--- src/gco_pkg.sv ---
// Constants, register map and carrier types of the pointer overlay path.
// Assumes one 100 MHz dot clock shared with the raster timing generator.
//
// Behaviour
// - Pointer pattern box is 32 pixels wide and up to 512 lines tall.
// - Pointer placed anywhere by programmable X and Y positions, single pixel steps.
// - Horizontal doubling shows each pattern pixel twice, covering 64 pixels.
// - Pattern is read from display memory at two bits per pixel.
// - Each line's pattern is fetched during the preceding horizontal retrace.
// - Fetch start address takes bits 2-17 from start value, bits 0-1 zero.
// - A line uses two addresses over four planes, skipping one byte after each.
// - Code bit 0 built from bytes F,E,B,A; bit 1 from H,G,D,C.
// - Pattern addressing ignores odd/even or shift-4 memory organisation.
// - After the Y-position line the fetch pointer advances by 2 per line.
// - Pointer stops once middle 8 pointer bits equal the end address.
// - Line double scanning never repeats pointer lines.
// - The two-bit pattern can be driven on two status outputs.
// - Replacement mode 0 keeps the pointer off the pixels, which pass unmodified; the pattern can still drive the status outputs.
// - Replacement mode 1 alters only pixel bits selected by the plane mask.
// - Mode 1 code 00 leaves masked bits, code 01 inverts them.
// - Mode 1 code 10 substitutes colour 0, code 11 colour 1.
// - A setting chooses pattern or constant zero on the status outputs.
// - Pointer shown steadily or blinking at 16 or 32 frame phases.
// - Blanking with forcing enabled gives the default colour on the same edge.
// - Software screen-off hands all memory cycles to the host processor.
// - Anti-aliased font: plane 2 bit and plane 3 bit drive top outputs.
// - Anti-aliased font: lower six outputs come from the attribute logic.
// - Font code 00 is background, 01, 10 and 11 are foreground.
// - Character blink and text cursor keep working in anti-aliased font mode.
package gco_pkg;

    // ****************************************
    // Register offsets (APB byte addresses)
    // ****************************************
    localparam logic [7:0] OFS_MODE = 8'h00;
    localparam logic [7:0] OFS_XPOS = 8'h04;
    localparam logic [7:0] OFS_YPOS = 8'h08;
    localparam logic [7:0] OFS_START = 8'h0C;
    localparam logic [7:0] OFS_END = 8'h10;
    localparam logic [7:0] OFS_MASK = 8'h14;
    localparam logic [7:0] OFS_COLOR0 = 8'h18;
    localparam logic [7:0] OFS_COLOR1 = 8'h1C;
    localparam logic [7:0] OFS_DEFCOL = 8'h20;
    localparam logic [7:0] OFS_STATUS = 8'h24;

    // ****************************************
    // Mode register fields and reset values
    // ****************************************
    localparam int MODE_REPL_BIT = 0;
    localparam int MODE_STAT_BIT = 1;
    localparam int MODE_BLINK_LSB = 2;
    localparam int MODE_HDBL_BIT = 4;
    localparam int MODE_DEFC_BIT = 5;
    localparam int MODE_OFF_BIT = 6;
    localparam int MODE_AA_BIT = 7;
    localparam logic [7:0] MODE_RST = 8'h00;
    localparam logic [10:0] XPOS_RST = 11'h000;
    localparam logic [9:0] YPOS_RST = 10'h000;
    localparam logic [15:0] START_RST = 16'h0000;
    localparam logic [7:0] END_RST = 8'h00;
    localparam logic [7:0] MASK_RST = 8'hFF;
    localparam logic [7:0] COLOR_RST = 8'h00;

    // Blink selections
    localparam logic [1:0] BLINK_STEADY = 2'h0;
    localparam logic [1:0] BLINK_16 = 2'h1;
    localparam logic [1:0] BLINK_32 = 2'h2;

    // ****************************************
    // Pattern geometry and addressing
    // ****************************************
    localparam int PAT_W = 32;
    localparam logic [5:0] SPAN_LAST_1X = 6'h1F;
    localparam logic [5:0] SPAN_LAST_2X = 6'h3F;
    localparam logic [8:0] ROWS_LAST = 9'h1FF;
    localparam logic [16:0] PTR_STEP = 17'h00002;
    localparam logic [16:0] PTR_SKIP = 17'h00001;
    localparam int MID_LSB = 4;

    // Fetch sequencer, Gray coded along the usual path
    typedef enum logic [1:0] {
        GCO_IDLE = 2'b00,
        GCO_RD_LO = 2'b01,
        GCO_RD_HI = 2'b11,
        GCO_LOAD = 2'b10
    } gco_state_t;

    // Raster timing from the CRT controller
    typedef struct packed {
        logic frame_start;
        logic hretrace_start;
        logic de;
        logic blank;
    } gco_timing_t;

    // Video word to the palette DAC; bit 7 first
    typedef struct packed {
        logic font_code_lsb_out;
        logic font_code_msb_out;
        logic [5:0] attr_pixel_low_bits;
    } gco_video_t;

endpackage

--- src/gco_cursor_overlay.sv ---
// Pointer fetch, overlay and default-colour path, with its APB register file.
// Assumes timing, pixel sources and the memory arbiter all run on pclk.
`timescale 1ns/100ps

module gco_cursor_overlay (
    // Clock and reset
    input wire logic pclk,
    input wire logic presetn,
    // APB slave
    input wire logic [7:0] paddr,
    input wire logic psel,
    input wire logic penable,
    input wire logic pwrite,
    input wire logic [31:0] pwdata,
    output logic [31:0] prdata,
    output logic pready,
    output logic pslverr,
    // Raster timing
    input wire gco_pkg::gco_timing_t timing_in,
    // Pixel sources
    input wire logic [7:0] gfx_pixel_in,
    input wire logic [5:0] attr_pixel_low_bits,
    input wire logic font_plane2_bit,
    input wire logic font_plane3_bit,
    // Display memory fetch port
    output logic mem_req,
    output logic [17:0] mem_addr,
    input wire logic mem_ack,
    input wire logic [31:0] mem_rdata,
    // Palette DAC side
    output gco_pkg::gco_video_t video_out,
    output logic [1:0] cursor_status,
    // Arbiter and attribute controls
    output logic host_owns_memory,
    output logic font_foreground
);

    // ****************************************
    // Functions
    // ****************************************

    // Known register offsets
    function automatic logic ofs_valid(input logic [7:0] a);
        case (a)
            gco_pkg::OFS_MODE, gco_pkg::OFS_XPOS, gco_pkg::OFS_YPOS,
            gco_pkg::OFS_START, gco_pkg::OFS_END, gco_pkg::OFS_MASK,
            gco_pkg::OFS_COLOR0, gco_pkg::OFS_COLOR1, gco_pkg::OFS_DEFCOL,
            gco_pkg::OFS_STATUS: ofs_valid = 1'b1;
            default: ofs_valid = 1'b0;
        endcase
    endfunction

    // Middle eight bits of the byte address held in a 2-byte-unit pointer
    function automatic logic [7:0] ptr_mid(input logic [16:0] p);
        ptr_mid = p[gco_pkg::MID_LSB +: 8];
    endfunction

    // ****************************************
    // Register file
    // ****************************************
    logic [7:0] mode_q;
    logic [10:0] xpos_q;
    logic [9:0] ypos_q;
    logic [15:0] start_q;
    logic [7:0] end_q;
    logic [7:0] mask_q;
    logic [7:0] color0_q;
    logic [7:0] color1_q;
    logic [7:0] defcol_q;
    logic [31:0] prdata_q;
    logic apb_wr;
    logic apb_rd_setup;
    logic [31:0] status_word;

    // Decoded mode bits
    logic repl_on;
    logic stat_on;
    logic [1:0] blink_sel;
    logic hdbl_on;
    logic defc_on;
    logic screen_off;
    logic aa_on;

    // Internal state seen through the status register
    logic armed_q;
    logic line_valid_q;
    logic [16:0] ptr_q;
    logic [8:0] rows_q;
    gco_pkg::gco_state_t st_q;

    assign repl_on = mode_q[gco_pkg::MODE_REPL_BIT];
    assign stat_on = mode_q[gco_pkg::MODE_STAT_BIT];
    assign blink_sel = mode_q[gco_pkg::MODE_BLINK_LSB +: 2];
    assign hdbl_on = mode_q[gco_pkg::MODE_HDBL_BIT];
    assign defc_on = mode_q[gco_pkg::MODE_DEFC_BIT];
    assign screen_off = mode_q[gco_pkg::MODE_OFF_BIT];
    assign aa_on = mode_q[gco_pkg::MODE_AA_BIT];

    // Zero-wait slave; an unknown offset errors and writes nothing
    assign pready = 1'b1;
    assign pslverr = psel & penable & ~ofs_valid(paddr);
    assign apb_wr = psel & penable & pwrite & ofs_valid(paddr);
    assign apb_rd_setup = psel & ~penable & ~pwrite;
    assign prdata = prdata_q;

    assign status_word = {1'b0, rows_q, st_q, line_valid_q, armed_q, 1'b0, ptr_q};

    // Software-written registers
    always_ff @(posedge pclk or negedge presetn) begin
        if (!presetn) begin
            mode_q <= gco_pkg::MODE_RST;
            xpos_q <= gco_pkg::XPOS_RST;
            ypos_q <= gco_pkg::YPOS_RST;
            start_q <= gco_pkg::START_RST;
            end_q <= gco_pkg::END_RST;
            mask_q <= gco_pkg::MASK_RST;
            color0_q <= gco_pkg::COLOR_RST;
            color1_q <= gco_pkg::COLOR_RST;
            defcol_q <= gco_pkg::COLOR_RST;
        end else if (apb_wr) begin
            case (paddr)
                gco_pkg::OFS_MODE: mode_q <= pwdata[7:0];
                gco_pkg::OFS_XPOS: xpos_q <= pwdata[10:0];
                gco_pkg::OFS_YPOS: ypos_q <= pwdata[9:0];
                gco_pkg::OFS_START: start_q <= pwdata[15:0];
                gco_pkg::OFS_END: end_q <= pwdata[7:0];
                gco_pkg::OFS_MASK: mask_q <= pwdata[7:0];
                gco_pkg::OFS_COLOR0: color0_q <= pwdata[7:0];
                gco_pkg::OFS_COLOR1: color1_q <= pwdata[7:0];
                gco_pkg::OFS_DEFCOL: defcol_q <= pwdata[7:0];
                default: mode_q <= mode_q;
            endcase
        end
    end

    // Read data captured in the setup cycle so it comes from a flip-flop
    always_ff @(posedge pclk or negedge presetn) begin
        if (!presetn) begin
            prdata_q <= 32'h0000_0000;
        end else if (apb_rd_setup) begin
            case (paddr)
                gco_pkg::OFS_MODE: prdata_q <= {24'h0, mode_q};
                gco_pkg::OFS_XPOS: prdata_q <= {21'h0, xpos_q};
                gco_pkg::OFS_YPOS: prdata_q <= {22'h0, ypos_q};
                gco_pkg::OFS_START: prdata_q <= {16'h0, start_q};
                gco_pkg::OFS_END: prdata_q <= {24'h0, end_q};
                gco_pkg::OFS_MASK: prdata_q <= {24'h0, mask_q};
                gco_pkg::OFS_COLOR0: prdata_q <= {24'h0, color0_q};
                gco_pkg::OFS_COLOR1: prdata_q <= {24'h0, color1_q};
                gco_pkg::OFS_DEFCOL: prdata_q <= {24'h0, defcol_q};
                gco_pkg::OFS_STATUS: prdata_q <= status_word;
                default: prdata_q <= 32'h0000_0000;
            endcase
        end
    end

    // ****************************************
    // Vertical tracking of the pointer
    // ****************************************
    logic [9:0] next_line_q;
    logic arm_d;
    logic [16:0] ptr_d;
    logic [8:0] rows_d;
    logic fetch_go_q;

    // Next pointer state at each retrace; lines are physical scan lines,
    // so a double-scanned display row still gets a fresh pointer line
    always_comb begin
        arm_d = armed_q;
        ptr_d = ptr_q;
        rows_d = rows_q;
        if (next_line_q == ypos_q) begin
            arm_d = 1'b1;
            ptr_d = {start_q, 1'b0};
            rows_d = 9'h000;
        end else if (armed_q) begin
            ptr_d = ptr_q + gco_pkg::PTR_STEP;
            rows_d = rows_q + 9'h001;
            if (ptr_mid(ptr_d) == end_q || rows_q == gco_pkg::ROWS_LAST) begin
                arm_d = 1'b0;
            end
        end
    end

    // Line counter and fetch pointer
    always_ff @(posedge pclk or negedge presetn) begin
        if (!presetn) begin
            next_line_q <= 10'h000;
            armed_q <= 1'b0;
            ptr_q <= 17'h00000;
            rows_q <= 9'h000;
            fetch_go_q <= 1'b0;
        end else if (timing_in.frame_start) begin
            next_line_q <= 10'h000;
            armed_q <= 1'b0;
            rows_q <= 9'h000;
            fetch_go_q <= 1'b0;
        end else if (timing_in.hretrace_start) begin
            next_line_q <= next_line_q + 10'h001;
            armed_q <= arm_d;
            ptr_q <= ptr_d;
            rows_q <= rows_d;
            fetch_go_q <= arm_d;
        end else begin
            fetch_go_q <= 1'b0;
        end
    end

    // ****************************************
    // Pattern fetch sequencer
    // ****************************************
    logic [31:0] lo_word_q;
    logic [31:0] pat0_q;
    logic [31:0] pat1_q;
    logic mem_req_q;
    logic [17:0] mem_addr_q;

    assign mem_req = mem_req_q;
    assign mem_addr = mem_addr_q;
    // Screen-off hands every memory cycle to the host
    assign host_owns_memory = screen_off;

    // Two reads per line at fixed physical addresses, whatever the memory
    // organisation; the byte after each used one is never touched
    always_ff @(posedge pclk or negedge presetn) begin
        if (!presetn) begin
            st_q <= gco_pkg::GCO_IDLE;
            mem_req_q <= 1'b0;
            mem_addr_q <= 18'h00000;
            lo_word_q <= 32'h0000_0000;
            pat0_q <= 32'h0000_0000;
            pat1_q <= 32'h0000_0000;
            line_valid_q <= 1'b0;
        end else begin
            if (timing_in.hretrace_start) begin
                line_valid_q <= 1'b0;
            end
            case (st_q)
                gco_pkg::GCO_IDLE: begin
                    if (fetch_go_q && !screen_off) begin
                        mem_req_q <= 1'b1;
                        mem_addr_q <= {ptr_q, 1'b0};
                        st_q <= gco_pkg::GCO_RD_LO;
                    end
                end
                gco_pkg::GCO_RD_LO: begin
                    if (mem_ack) begin
                        lo_word_q <= mem_rdata;
                        mem_addr_q <= {ptr_q + gco_pkg::PTR_SKIP, 1'b0};
                        st_q <= gco_pkg::GCO_RD_HI;
                    end
                end
                gco_pkg::GCO_RD_HI: begin
                    if (mem_ack) begin
                        mem_req_q <= 1'b0;
                        // Bit 0: F,E,B,A; bit 1: H,G,D,C; first pixel at [0]
                        pat0_q <= {lo_word_q[7:0], lo_word_q[15:8],
                                   mem_rdata[7:0], mem_rdata[15:8]};
                        pat1_q <= {lo_word_q[23:16], lo_word_q[31:24],
                                   mem_rdata[23:16], mem_rdata[31:24]};
                        st_q <= gco_pkg::GCO_LOAD;
                    end
                end
                gco_pkg::GCO_LOAD: begin
                    line_valid_q <= 1'b1;
                    st_q <= gco_pkg::GCO_IDLE;
                end
                default: begin
                    mem_req_q <= 1'b0;
                    st_q <= gco_pkg::GCO_IDLE;
                end
            endcase
        end
    end

    // ****************************************
    // Horizontal placement and blink
    // ****************************************
    logic [10:0] hpix_q;
    logic span_on_q;
    logic [5:0] span_cnt_q;
    logic [5:0] frame_cnt_q;
    logic start_now;
    logic on_ptr;
    logic [5:0] cur_cnt;
    logic [5:0] span_last;
    logic [4:0] pat_idx;
    logic blink_vis;
    logic [1:0] ptr_code;

    assign start_now = timing_in.de & line_valid_q & (hpix_q == xpos_q);
    assign on_ptr = start_now | span_on_q;
    assign cur_cnt = start_now ? 6'h00 : span_cnt_q;
    assign span_last = hdbl_on ? gco_pkg::SPAN_LAST_2X : gco_pkg::SPAN_LAST_1X;
    assign pat_idx = hdbl_on ? cur_cnt[5:1] : cur_cnt[4:0];

    // Steady, or each visible or transparent phase lasts 16 or 32 frames
    always_comb begin
        case (blink_sel)
            gco_pkg::BLINK_16: blink_vis = ~frame_cnt_q[4];
            gco_pkg::BLINK_32: blink_vis = ~frame_cnt_q[5];
            default: blink_vis = 1'b1;
        endcase
    end

    // Pattern code of the current dot, zero when the pointer is absent
    assign ptr_code = (on_ptr && blink_vis) ? {pat1_q[pat_idx], pat0_q[pat_idx]} : 2'b00;

    // Pixel counter across the active line
    always_ff @(posedge pclk or negedge presetn) begin
        if (!presetn) begin
            hpix_q <= 11'h000;
        end else if (timing_in.hretrace_start) begin
            hpix_q <= 11'h000;
        end else if (timing_in.de) begin
            hpix_q <= hpix_q + 11'h001;
        end
    end

    // Pointer span: 32 dots, or 64 when doubled
    always_ff @(posedge pclk or negedge presetn) begin
        if (!presetn) begin
            span_on_q <= 1'b0;
            span_cnt_q <= 6'h00;
        end else if (timing_in.hretrace_start) begin
            span_on_q <= 1'b0;
            span_cnt_q <= 6'h00;
        end else if (timing_in.de && on_ptr) begin
            span_cnt_q <= cur_cnt + 6'h01;
            span_on_q <= (cur_cnt != span_last);
        end
    end

    // Frame counter for blinking
    always_ff @(posedge pclk or negedge presetn) begin
        if (!presetn) begin
            frame_cnt_q <= 6'h00;
        end else if (timing_in.frame_start) begin
            frame_cnt_q <= frame_cnt_q + 6'h01;
        end
    end

    // ****************************************
    // Pixel path
    // ****************************************
    logic [7:0] base_px;
    logic [7:0] over_px;
    logic [7:0] repl_px;
    logic force_def;

    // Text attribute output already carries blink and text cursor effects,
    // so the anti-aliased mode only swaps in the two font planes on top
    assign base_px = aa_on ? {font_plane3_bit, font_plane2_bit, attr_pixel_low_bits}
                           : gfx_pixel_in;
    // Any non-zero font code is foreground to the attribute logic
    assign font_foreground = font_plane2_bit | font_plane3_bit;
    assign force_def = timing_in.blank & defc_on;

    // Replacement in mode 1; masked bits only
    always_comb begin
        case (ptr_code)
            2'b01: repl_px = ~base_px;
            2'b10: repl_px = color0_q;
            2'b11: repl_px = color1_q;
            default: repl_px = base_px;
        endcase
        if (repl_on) begin
            over_px = (repl_px & mask_q) | (base_px & ~mask_q);
        end else begin
            over_px = base_px;
        end
    end

    // Output registers; default colour and pointer land on the same edge
    always_ff @(posedge pclk or negedge presetn) begin
        if (!presetn) begin
            video_out <= '0;
            cursor_status <= 2'b00;
        end else begin
            video_out <= force_def ? defcol_q : over_px;
            cursor_status <= stat_on ? ptr_code : 2'b00;
        end
    end

    // ****************************************
    // Checks
    // ****************************************
    a_mode0_passthru: assert property (@(posedge pclk) disable iff (!presetn)
        (!repl_on && !force_def) |=> (video_out == $past(base_px)))
        else $error("mode 0 altered the pixel");

    a_invert_masked: assert property (@(posedge pclk) disable iff (!presetn)
        (repl_on && !force_def && ptr_code == 2'b01)
        |=> (video_out == ($past(base_px) ^ $past(mask_q))))
        else $error("code 01 did not invert masked bits");

    a_color_subst: assert property (@(posedge pclk) disable iff (!presetn)
        (repl_on && !force_def && ptr_code == 2'b11)
        |=> (video_out == (($past(color1_q) & $past(mask_q))
                           | ($past(base_px) & ~$past(mask_q)))))
        else $error("code 11 did not give colour 1");

    a_blank_default: assert property (@(posedge pclk) disable iff (!presetn)
        force_def |=> (video_out == $past(defcol_q)))
        else $error("blanking did not force default colour");

    a_status_off: assert property (@(posedge pclk) disable iff (!presetn)
        (!stat_on) ##1 (!stat_on) |-> (cursor_status == 2'b00))
        else $error("status pins not held at zero");

    a_host_fetch: assert property (@(posedge pclk) disable iff (!presetn)
        (screen_off && st_q == gco_pkg::GCO_IDLE) |=> !mem_req)
        else $error("fetch started during screen-off");

    a_fetch_start: assert property (@(posedge pclk) disable iff (!presetn)
        (st_q == gco_pkg::GCO_IDLE && fetch_go_q && !screen_off)
        |=> (mem_req && mem_addr == {$past(ptr_q), 1'b0} && mem_addr[1:0] == 2'b00))
        else $error("fetch address low bits not zero");

    a_ptr_step: assert property (@(posedge pclk) disable iff (!presetn)
        (timing_in.hretrace_start && !timing_in.frame_start && armed_q
         && next_line_q != ypos_q) |=> (ptr_q == $past(ptr_q) + 17'h00002))
        else $error("pointer did not advance by 2");

    a_second_word: assert property (@(posedge pclk) disable iff (!presetn)
        (st_q == gco_pkg::GCO_RD_LO && mem_ack)
        |=> (mem_addr == {ptr_q + 17'h00001, 1'b0}) && st_q == gco_pkg::GCO_RD_HI)
        else $error("second pattern word misaddressed");

    a_aa_font_bits: assert property (@(posedge pclk) disable iff (!presetn)
        (aa_on && !force_def && ptr_code == 2'b00)
        |=> (video_out.font_code_msb_out == $past(font_plane2_bit)
             && video_out.font_code_lsb_out == $past(font_plane3_bit)))
        else $error("font planes not on top outputs");

endmodule // gco_cursor_overlay

--- config.mk ---
export PLATFORM = sky130hd
export DESIGN_NAME = gco_cursor_overlay
export DESIGN_NICKNAME = d
export VERILOG_FILES = /design/src/gco_pkg.sv /design/src/gco_cursor_overlay.sv
export SDC_FILE = /design/constraint.sdc
export NUM_CORES = 1
export LEC_CHECK = 0
export BUFFER_PORTS_ARGS = -buffer_cell sky130_fd_sc_hd__clkbuf_2
export CAP_MARGIN = 20
export CORE_UTILIZATION = 50
export CTS_CLUSTER_SIZE = 10
export DETAILED_ROUTE_END_ITERATION = 8
export PLACE_DENSITY = 0.7
export SYNTH_ARGS = -nofsm -noshare
export SYNTH_HDL_FRONTEND = slang
export SYNTH_SLANG_ARGS = --single-unit
--- constraint.sdc ---
create_clock -name pclk -period 4.9 [get_ports pclk]
set_input_delay 0.735 -clock pclk [delete_from_list [all_inputs] [get_ports pclk]]
set_output_delay 0.735 -clock pclk [all_outputs]
set_load 0.05 [all_outputs]
======== Word level (Yosys, flattened, before mapping) ========
Cells that the tools add are included.
operators by class
  add/sub/neg operators ................... 7
  magnitude comparators ................... 1
  eq/ne operators ......................... 25
  muxes and demuxes ....................... 49
  bitwise gates (word level) .............. 22
  reductions and logical operators ........ 32
operators by type and width
  operator                                       number
  case mux 31 bit (10 select lines)              1
  two-way mux 18 bit                             2
  two-way mux 9 bit                              4
  case mux 18 bit (2 select lines)               1
  two-way mux 17 bit                             2
  == test 8 x 5 -> 1 bit, second input constant  4
  two-way mux 6 bit                              4
  two-way mux 8 bit                              3
  case mux 8 bit (3 select lines)                1
  AND reduction 2 bit                            12
  two-way mux 11 bit                             2
  two-way mux 10 bit                             2
  adder 17 x 1 -> 17 bit, second input constant  1
  adder 17 x 2 -> 17 bit, second input constant  1
  AND 8 bit                                      2
  == test 8 x 4 -> 1 bit, second input constant  2
  == test 8 x 6 -> 1 bit, second input constant  2
  two-way mux 1 bit                              16
  NOT 8 bit                                      2
  nonzero test 2 bit                             7
  adder 6 x 1 -> 6 bit, second input constant    2
  AND reduction 3 bit                            4
  adder 11 x 1 -> 11 bit, second input constant  1
  == test 11 bit                                 1
  27 further kinds                               57
storage, ports and cells
  flip-flop bits (word level) ............. 307
  bits of input ports ..................... 98
  output and inout bits ................... 65
  logic and storage cells ................. 166

======== Longest topological paths before layout ========
Gate-level depths: netlist of the first run.
  word-level depth ........................ 13
  gate-level depth with buffers ........... 13
  gate-level depth less buffers ........... 10

======== Worst setup path before layout of the first run ========
No wires, ideal clock.
  path type ............................... in2reg
  start point ............................. input port timing_in[1] (netlist name)
  end point ............................... register video_out[2] (netlist name)
  library setup time ...................... 124 ps
  arrival ................................. 2552 ps
  required time ........................... 4776 ps
  slack ................................... 2224 ps
  cell stages on the path ................. 10
  path buffers ............................ 3
  cells stage by stage .................... buf_2 nand3_1 or4_1 buf_2 a41o_1 o21ai_4 buf_6 mux2i_1 mux2i_1 o31a_1
between the ends
  longest elaborated chain between the ends .. 13
  elaborated cells between the ends (all ways) .. 19
  those cells by class .................... eq/ne: 3; mux: 10; bitwise: 5; reduce/logical: 1
RTL lines
  element                                                         line                       RTL
  from (decl)                                                     gco_cursor_overlay.sv:19   input wire gco_pkg::gco_timing_t timing_in,
  AND 1 bit (*) (2 in a row)                                      gco_cursor_overlay.sv:291  assign start_now = timing_in.de & line_valid_q & (hpix_q == xpos_q);
  two-way mux 6 bit                                               gco_cursor_overlay.sv:293  assign cur_cnt = start_now ? 6'h00 : span_cnt_q;
  two-way mux 5 bit                                               gco_cursor_overlay.sv:295  assign pat_idx = hdbl_on ? cur_cnt[5:1] : cur_cnt[4:0];
  binary-select mux 1 bit (select 5 bit)                          gco_cursor_overlay.sv:307  assign ptr_code = (on_ptr && blink_vis) ? {pat1_q[pat_idx], pat0_q[pat_idx]} : 2'b00;
  two-way mux 1 bit (implied by the code)                         gco_cursor_overlay.sv:307
  two-way mux 2 bit (*)                                           gco_cursor_overlay.sv:307
  == test 2 bit / == test 2 x 1 -> 1 bit (equally long branches)  gco_cursor_overlay.sv:361  case (ptr_code)
  case mux 8 bit (3 select lines) (*)                             gco_cursor_overlay.sv:361
  AND 8 bit (*)                                                   gco_cursor_overlay.sv:368  over_px = (repl_px & mask_q) | (base_px & ~mask_q);
  bitwise OR 8 bit (*)                                            gco_cursor_overlay.sv:368
  two-way mux 8 bit (*)                                           gco_cursor_overlay.sv:367  if (repl_on) begin
  two-way mux 8 bit (*)                                           gco_cursor_overlay.sv:380  video_out <= force_def ? defcol_q : over_px;
  to (signal assigned)                                            gco_cursor_overlay.sv:380
  to (decl)                                                       gco_cursor_overlay.sv:31   output gco_pkg::gco_video_t video_out,
Every way passes the cells marked *; elsewhere a longest branch is shown, timed or not. The select of a mux whose other input is x is not followed.
A chain may end at the register's enable or synchronous reset.

======== Final worst setup path of the first run ========
  start point ............................. register mode_q[4]
  end point ............................... register video_out[7] (netlist name)
between the ends
  longest elaborated chain between the ends .. 10
  elaborated cells between the ends (all ways) .. 14
  those cells by class .................... eq/ne: 3; mux: 9; bitwise: 2
RTL lines
  element                                                         line                       RTL
  from (decl)                                                     gco_cursor_overlay.sv:61   logic [7:0] mode_q;
  from (signal assigned)                                          gco_cursor_overlay.sv:111  mode_q <= gco_pkg::MODE_RST;
  from (signal assigned)                                          gco_cursor_overlay.sv:122  gco_pkg::OFS_MODE: mode_q <= pwdata[7:0];
  from (signal assigned)                                          gco_cursor_overlay.sv:131  default: mode_q <= mode_q;
  two-way mux 5 bit (*)                                           gco_cursor_overlay.sv:295
  binary-select mux 1 bit (select 5 bit)                          gco_cursor_overlay.sv:307
  two-way mux 1 bit (implied by the code)                         gco_cursor_overlay.sv:307
  two-way mux 2 bit (*)                                           gco_cursor_overlay.sv:307
  == test 2 bit / == test 2 x 1 -> 1 bit (equally long branches)  gco_cursor_overlay.sv:361
  case mux 8 bit (3 select lines) (*)                             gco_cursor_overlay.sv:361
  AND 8 bit (*)                                                   gco_cursor_overlay.sv:368
  bitwise OR 8 bit (*)                                            gco_cursor_overlay.sv:368
  two-way mux 8 bit (*)                                           gco_cursor_overlay.sv:367
  two-way mux 8 bit (*)                                           gco_cursor_overlay.sv:380
Marked as above.

==> summary.txt, run 1 <==
run status: finished clean
final hold violations: 0
drt wl/cell: 20.5 microns
post-synthesis cell area: 0.0153 sq mm
r2r startpoint: mode_q[4]$_DFFE_PN0P_
Fin Setup TNS: 0 ps
nets: 1594
most common cell after layout, fill and taps aside: dfrtp_1
Synth Instances: 1372
number of remaining DRC errors: 0
GRT Total Usage: 25.4%
peak supply drop: 0.243 mV
Port Buffers: 142
CORE AREA: 0.0299 sq mm
Vias: 11.5k
worst-case clock skew: 15.9 ps
smallest hold slack: 318 ps
critical path class: reg2reg
DP HPWL: 26600 microns
placed insts: 1838
vias per cell: 6.07
min Tclk post-route: 3690 ps
reg2reg path depth: 8
largest net degree at the start of global routing: 116
layout cells sized above 1: 29.8%
Setup crit end kind: flop
CTS resizes: 0
CTS Buf Count: 37
clk slew on worst S/H paths: 60 ps
# diodes: 0
Syn-to-layout area delta: 13.0%
H-tree Lvls: 2
final number of setup-violating endpoints: 0
die width: 177 microns
hold buffers post-CTS: 0
sequential cell area fraction in the yosys report: 49.7%
synthesized flop and latch total: 303
period utilization: 75.2%
synth warn: 0
vias in the first global route: 11.2k
top cells by area, synth: dfrtp_1, mux2_2, mux2i_1
clk sink count: 303
row count: 63
top-area cell type share of the netlist area: 48.3%
Max Freq: 271 MHz
Die Height: 177 microns
Worst-Margin Slew: 1080 ps
Post-synth top flop: dfrtp_1
Distinct cells, synth: 81
worst-path fanout max: 30
CTS Buffer Depth: 3
I/O pin count: 163
Leakage: 7.72 nW
Iter 0 DRT Violations: 1077
Detailed Route WL: 38900 microns
number of enable flip-flop cells after synthesis: 0
Starting Density: 51.1%
pwr/cell area: 465 mW/mm^2
Setup crit start kind: flop
CTS tree: done
Pwr Total: 8.02 mW
Avg Inst Size Synth: 11.1 sq um
Slew Limit Fails: 0
gr ovfl total: 0
CTS root buffer: clkbuf_16
HP Class: in2async
Critical Path AT: 4100 ps
Final Non-Filler Cells: 1898
Core Util, Final: 57.8%
Max Cap Viol: 0
most frequent cells in the layout: dfrtp_1, mux2_2, clkbuf_2, nand2_1, nor2_1
postcts setup bufs: 0
Req. time, crit path: 5310 ps
slew margin rel.: 27.9%
DIE AREA: 0.0312 sq mm
global-route wire length before repair: 62200 microns
ys async rst share: 100%
RSZ-0062 raised after global routing: no
Pre-antenna DRT Iters: 5
antenna violations before repair: 0
flop-to-flop setup slack: 1210 ps
Clk Latency, worst-skew pair: 520 ps
FF-to-FF End: video_out[7]$_DFF_PN0_
RePlAce Congestion: 0.868
antenna-violating nets left: 0
area leader, netlist: dfrtp_1
filler instances: 2508
-- worst max-delay path by stage --
stage	cells after the start	to	from
2_1_floorplan	10	video_out[2]$_DFF_PN0_	timing_in[1]
4_1_cts	8	video_out[7]$_DFF_PN0_	mode_q[4]$_DFFE_PN0P_
3_5_place_dp	8	video_out[4]$_DFF_PN0_	mode_q[4]$_DFFE_PN0P_
6_report	8	video_out[7]$_DFF_PN0_	mode_q[4]$_DFFE_PN0P_
5_1_grt	8	video_out[7]$_DFF_PN0_	mode_q[4]$_DFFE_PN0P_
3_3_place_gp	8	video_out[2]$_DFF_PN0_	mode_q[4]$_DFFE_PN0P_
-- power breakdown --
part / internal (mW) / switching, mW
clock: 1.43 / 1.01
combinational: 0.892 / 1.06
sequential: 3.09 / 0.544
-- cells by family (layout without fill, tap and decap cells) --
family,count (synthesis),count (layout),share of synthesized area [%]
other,2,4,0.0492
multiplexers,245,245,17.7
AO/OA/AOI/OAI,282,282,12.8
adder cells (fa/ha/maj),9,9,0.738
flip-flops,303,303,49.7
buffers and inverters,106,240,3.52
XOR/XNOR,57,57,3.32
AND/OR/NAND/NOR,368,368,12.1
-- metal layers --
layer / vias to the layer above / part of all wire [%] / track usage [%]
met4: 0 / 1.9 / 6.93
met2: 444 / 44 / 38.3
li1: 5260 / - / -
met3: 71 / 7.3 / 4.53
met1: 5750 / 46 / 37.6
met5: - / 0 / 0
-- sequential cells by signal (all words and copies together) (netlist names), 9 cells and up --
signal,cells
next_line_q,10
hpix_q,11
pat0_q,32
ypos_q,10
lo_word_q,32
xpos_q,11
start_q,16
rows_q,9
mem_addr,17
prdata,30
ptr_q,16
pat1_q,32
-- area by class of cell --
type                       instances  area [sq um]  area share (%)
clock buffer                      55          1010            5.87
sequential                       303          7590            44.0
tap                              390           488            2.83
timing repair buffer             162           883            5.12
multi-input combinational        965          7160            41.5
clock inverter                     5          51.3           0.297
inverter                          18          67.6           0.392
-- synth_stat cells, drive strengths merged (4+ instances only) --
cell type,n
a211oi,6
a21oi,48
a221o,4
a221oi,32
a22o,9
a22oi,24
a2bb2oi,4
a31oi,20
and2,7
and3,19
buf,45
clkbuf,43
dfrtp,295
dfstp,8
ha,9
inv,18
mux2,205
mux2i,40
nand2,100
nand2b,19
nand3,45
nand3b,9
nand4,19
nor2,94
nor2b,12
nor3,18
nor4,6
o2111ai,12
o211ai,14
o21ai,69
o221ai,4
o22ai,9
o31a,7
or3,5
xnor2,33
xor2,24
-- per-stage QoR --
step	area [sq um]	setup WS [ps]
2_1_floorplan	15300	2220
3_3_place_gp	16200	1400
3_5_place_dp	16200	1340
4_1_cts	17300	1280
5_1_grt	17300	1000
6_report	17300	1210
-- critical path, stage by stage (launching register included) --
cell	delay (ps)
dfrtp_1	980
nand2_2	490
and3_1	290
o211ai_1	210
o311ai_1	210
o21ai_4	720
mux2i_1	280
mux2i_1	110
o31a_1	250
No activity file was read; power rests on OpenSTA's default activity.
==> run 2: changes to the inputs <==
--- a/config.mk
+++ b/config.mk
@@ -5,6 +5,7 @@
 export SDC_FILE = /design/constraint.sdc
 export NUM_CORES = 1
 export LEC_CHECK = 0
+export ABC_AREA = 1
 export BUFFER_PORTS_ARGS = -buffer_cell sky130_fd_sc_hd__clkbuf_2
 export CAP_MARGIN = 20
 export CORE_UTILIZATION = 50
==> constraint.sdc (replaced) <==
create_clock -name pclk -period 3.6 [get_ports pclk]
set_input_delay 0.54 -clock pclk [delete_from_list [all_inputs] [get_ports pclk]]
set_output_delay 0.54 -clock pclk [all_outputs]
set_load 0.05 [all_outputs]
==> run 2 against run 1 <==
Compared with the run above: critical path depth increased by 15; worst setup slack worse by 860 ps; clock power up 32%; first-iteration DRC count grew 6.8%; synthesized cell count up 34%; combinational power decreased by 8%; largest cell class unchanged.
==> summary.txt, run 2 <==
Setup crit start kind: flop
DP HPWL: 26900 microns
sequential cell area fraction in the yosys report: 51.6%
hold buffers post-CTS: 0
Iter 0 DRT Violations: 1150
flop-to-flop setup slack: 350 ps
Post-synth top cells: nand2_1, dfrtp_1, inv_1
DIE AREA: 0.0301 sq mm
Critical Path AT: 3640 ps
Post-synth top flop: dfrtp_1
clk sink count: 303
largest net degree at the start of global routing: 98
critical path class: reg2reg
Max Freq: 308 MHz
postcts setup bufs: 0
most frequent cell on the critical path: nand2_1
Detailed Route WL: 38400 microns
final number of setup-violating endpoints: 0
Cell Chain, Critical Path: inv_1, nand2_1, nand2_1, inv_1, nand2_1, nor2_4, nand3_4, nand3_2, nand2_1, buf_4, nand2_1, nand3_1, nand3_1, nand3_1, nand3_1, nand2_1, nand2_1, nand2_8, nand2_2, nor2_1, nand2_1, nand2_1, nand2_1
Max Cap Viol: 0
CTS tree: done
RSZ-0062 raised after global routing: no
most common cell after layout, fill and taps aside: nand2_1
min Tclk post-route: 3250 ps
gr ovfl total: 0
Die Height: 173 microns
most frequent cells in the layout: nand2_1, dfrtp_1, inv_1, o21ai_0, clkbuf_2
clk slew on worst S/H paths: 50 ps
post-synthesis cell area: 0.0147 sq mm
global-route wire length before repair: 63600 microns
layout cells sized above 1: 13.7%
drt wl/cell: 16.3 microns
synthesized flop and latch total: 303
CTS root buffer: clkbuf_16
run status: finished clean
Fin Setup TNS: 0 ps
ys async rst share: 100%
Core Util, Final: 58.5%
final hold violations: 0
number of enable flip-flop cells after synthesis: 0
Vias: 12.7k
antenna violations before repair: 3
Starting Density: 51.1%
Worst-Margin Slew: 941 ps
top-area cell type share of the netlist area: 50.2%
worst-path fanout max: 32
biggest regs: lo_word_q x32, pat0_q x32, pat1_q x32
Synth Instances: 1832
count leader, synth: nand2_1
Pre-antenna DRT Iters: 7
period utilization: 90.3%
slowest CP cell: dfrtp_1
peak supply drop: 0.298 mV
Leakage: 8.55 nW
Slew Limit Fails: 0
Clk Latency, worst-skew pair: 510 ps
area leader, netlist: dfrtp_1
Setup crit end kind: flop
vias in the first global route: 12.2k
top cells by area, synth: dfrtp_1, nand2_1, o21ai_0
Req. time, crit path: 3990 ps
vias per cell: 5.36
row count: 62
slowest stage delay, CP: 400 ps
die width: 173 microns
I/O pin count: 163
nets: 2069
Port Buffers: 142
CORE AREA: 0.0288 sq mm
CTS Buffer Depth: 3
worst-case clock skew: 13.0 ps
Avg Inst Size Synth: 8.03 sq um
slew margin rel.: 37.2%
Syn-to-layout area delta: 14.6%
HP Class: in2async
RePlAce Congestion: 0.949
r2r startpoint: xpos_q[6]$_DFFE_PN0P_
GRT Total Usage: 26.3%
CTS resizes: 0
number of remaining DRC errors: 0
H-tree Lvls: 2
FF-to-FF End: video_out[6]$_DFF_PN0_
synth warn: 0
reg2reg path depth: 23
antenna-violating nets left: 0
CTS Buf Count: 36
pwr/cell area: 550 mW/mm^2
Pwr Total: 9.26 mW
Distinct cells, synth: 48
[run 2: cell types whose count changed after synthesis, sizes merged, moves of 19 or more]
| cell | change |
|---|---|
| a31oi | -19 |
| buf | -21 |
| nand3 | +67 |
| nand2 | +440 |
| o21ai | +153 |
| xnor2 | -30 |
| mux2i | -40 |
| and3 | -19 |
| inv | +222 |
| nand2b | -19 |
| a22oi | -24 |
| a221oi | -32 |
| mux2 | -203 |
| o22ai | +37 |
[run 2: worst max-delay path by stage]
stage                          startpoint                endpoint  slack (ps)  cells past startpoint
finish              xpos_q[6]$_DFFE_PN0P_  video_out[6]$_DFF_PN0_         350                     23
global route        xpos_q[6]$_DFFE_PN0P_  video_out[6]$_DFF_PN0_           2                     23
CTS                 xpos_q[6]$_DFFE_PN0P_  video_out[6]$_DFF_PN0_         370                     23
detailed placement           timing_in[1]  video_out[6]$_DFF_PN0_         280                     22
global placement             timing_in[1]  video_out[4]$_DFF_PN0_         320                     22
floorplan                        paddr[1]                 pslverr        1050                      8
[run 2: per-stage QoR]
stage	hold WS (ps)	area, sq um	setup WS (ps)	cells
3_3_place_gp	453	15800	316	2308
4_1_cts	52.0	16800	373	2360
5_1_grt	61.7	16800	2.42	2363
3_5_place_dp	459	15800	281	2308
6_report	29.5	16800	349	2363
2_1_floorplan	244	14700	1050	1834
[run 2: cell families after synthesis]
logic type,Yosys count,share of synthesized area (%)
AO/OA/AOI/OAI,353,13.2
XOR/XNOR,33,1.97
adder cells (fa/ha/maj),9,0.766
buffers and inverters,325,8.65
flip-flops,303,51.6
multiplexers,2,0.153
other,2,0.0511
AND/OR/NAND/NOR,805,23.5
[run 2: final cells by class]
type,instances,area [sq um]
multi-input combinational,1206,5860
timing repair buffer,171,988
tap,384,480
sequential,303,7590
inverter,244,918
antenna,3,7.51
fill,2598,11900
clock buffer,52,1000
[run 2: power by group]
part | switching, mW | internal [mW] | total [mW]
registers | 0.287 | 3.94 | 4.23
logic | 1.26 | 0.543 | 1.80
clock network | 1.33 | 1.90 | 3.23
[run 2: metal layers]
| metal | vias to the layer above | track usage [%] | share of wire (%) |
|---|---|---|---|
| met5 | - | 0 | 0 |
| met4 | 0 | 9.29 | 3.1 |
| met3 | 72 | 3.44 | 6.4 |
| met2 | 440 | 40.8 | 45 |
| met1 | 6013 | 37.8 | 45 |
| li1 | 6152 | - | - |
[run 2: worst max-delay path, delay by kind of cell (launching register included)]
family	cells	cell delay [ps]
simple gates	20	2210
buf+inv	3	500
flops	1	400
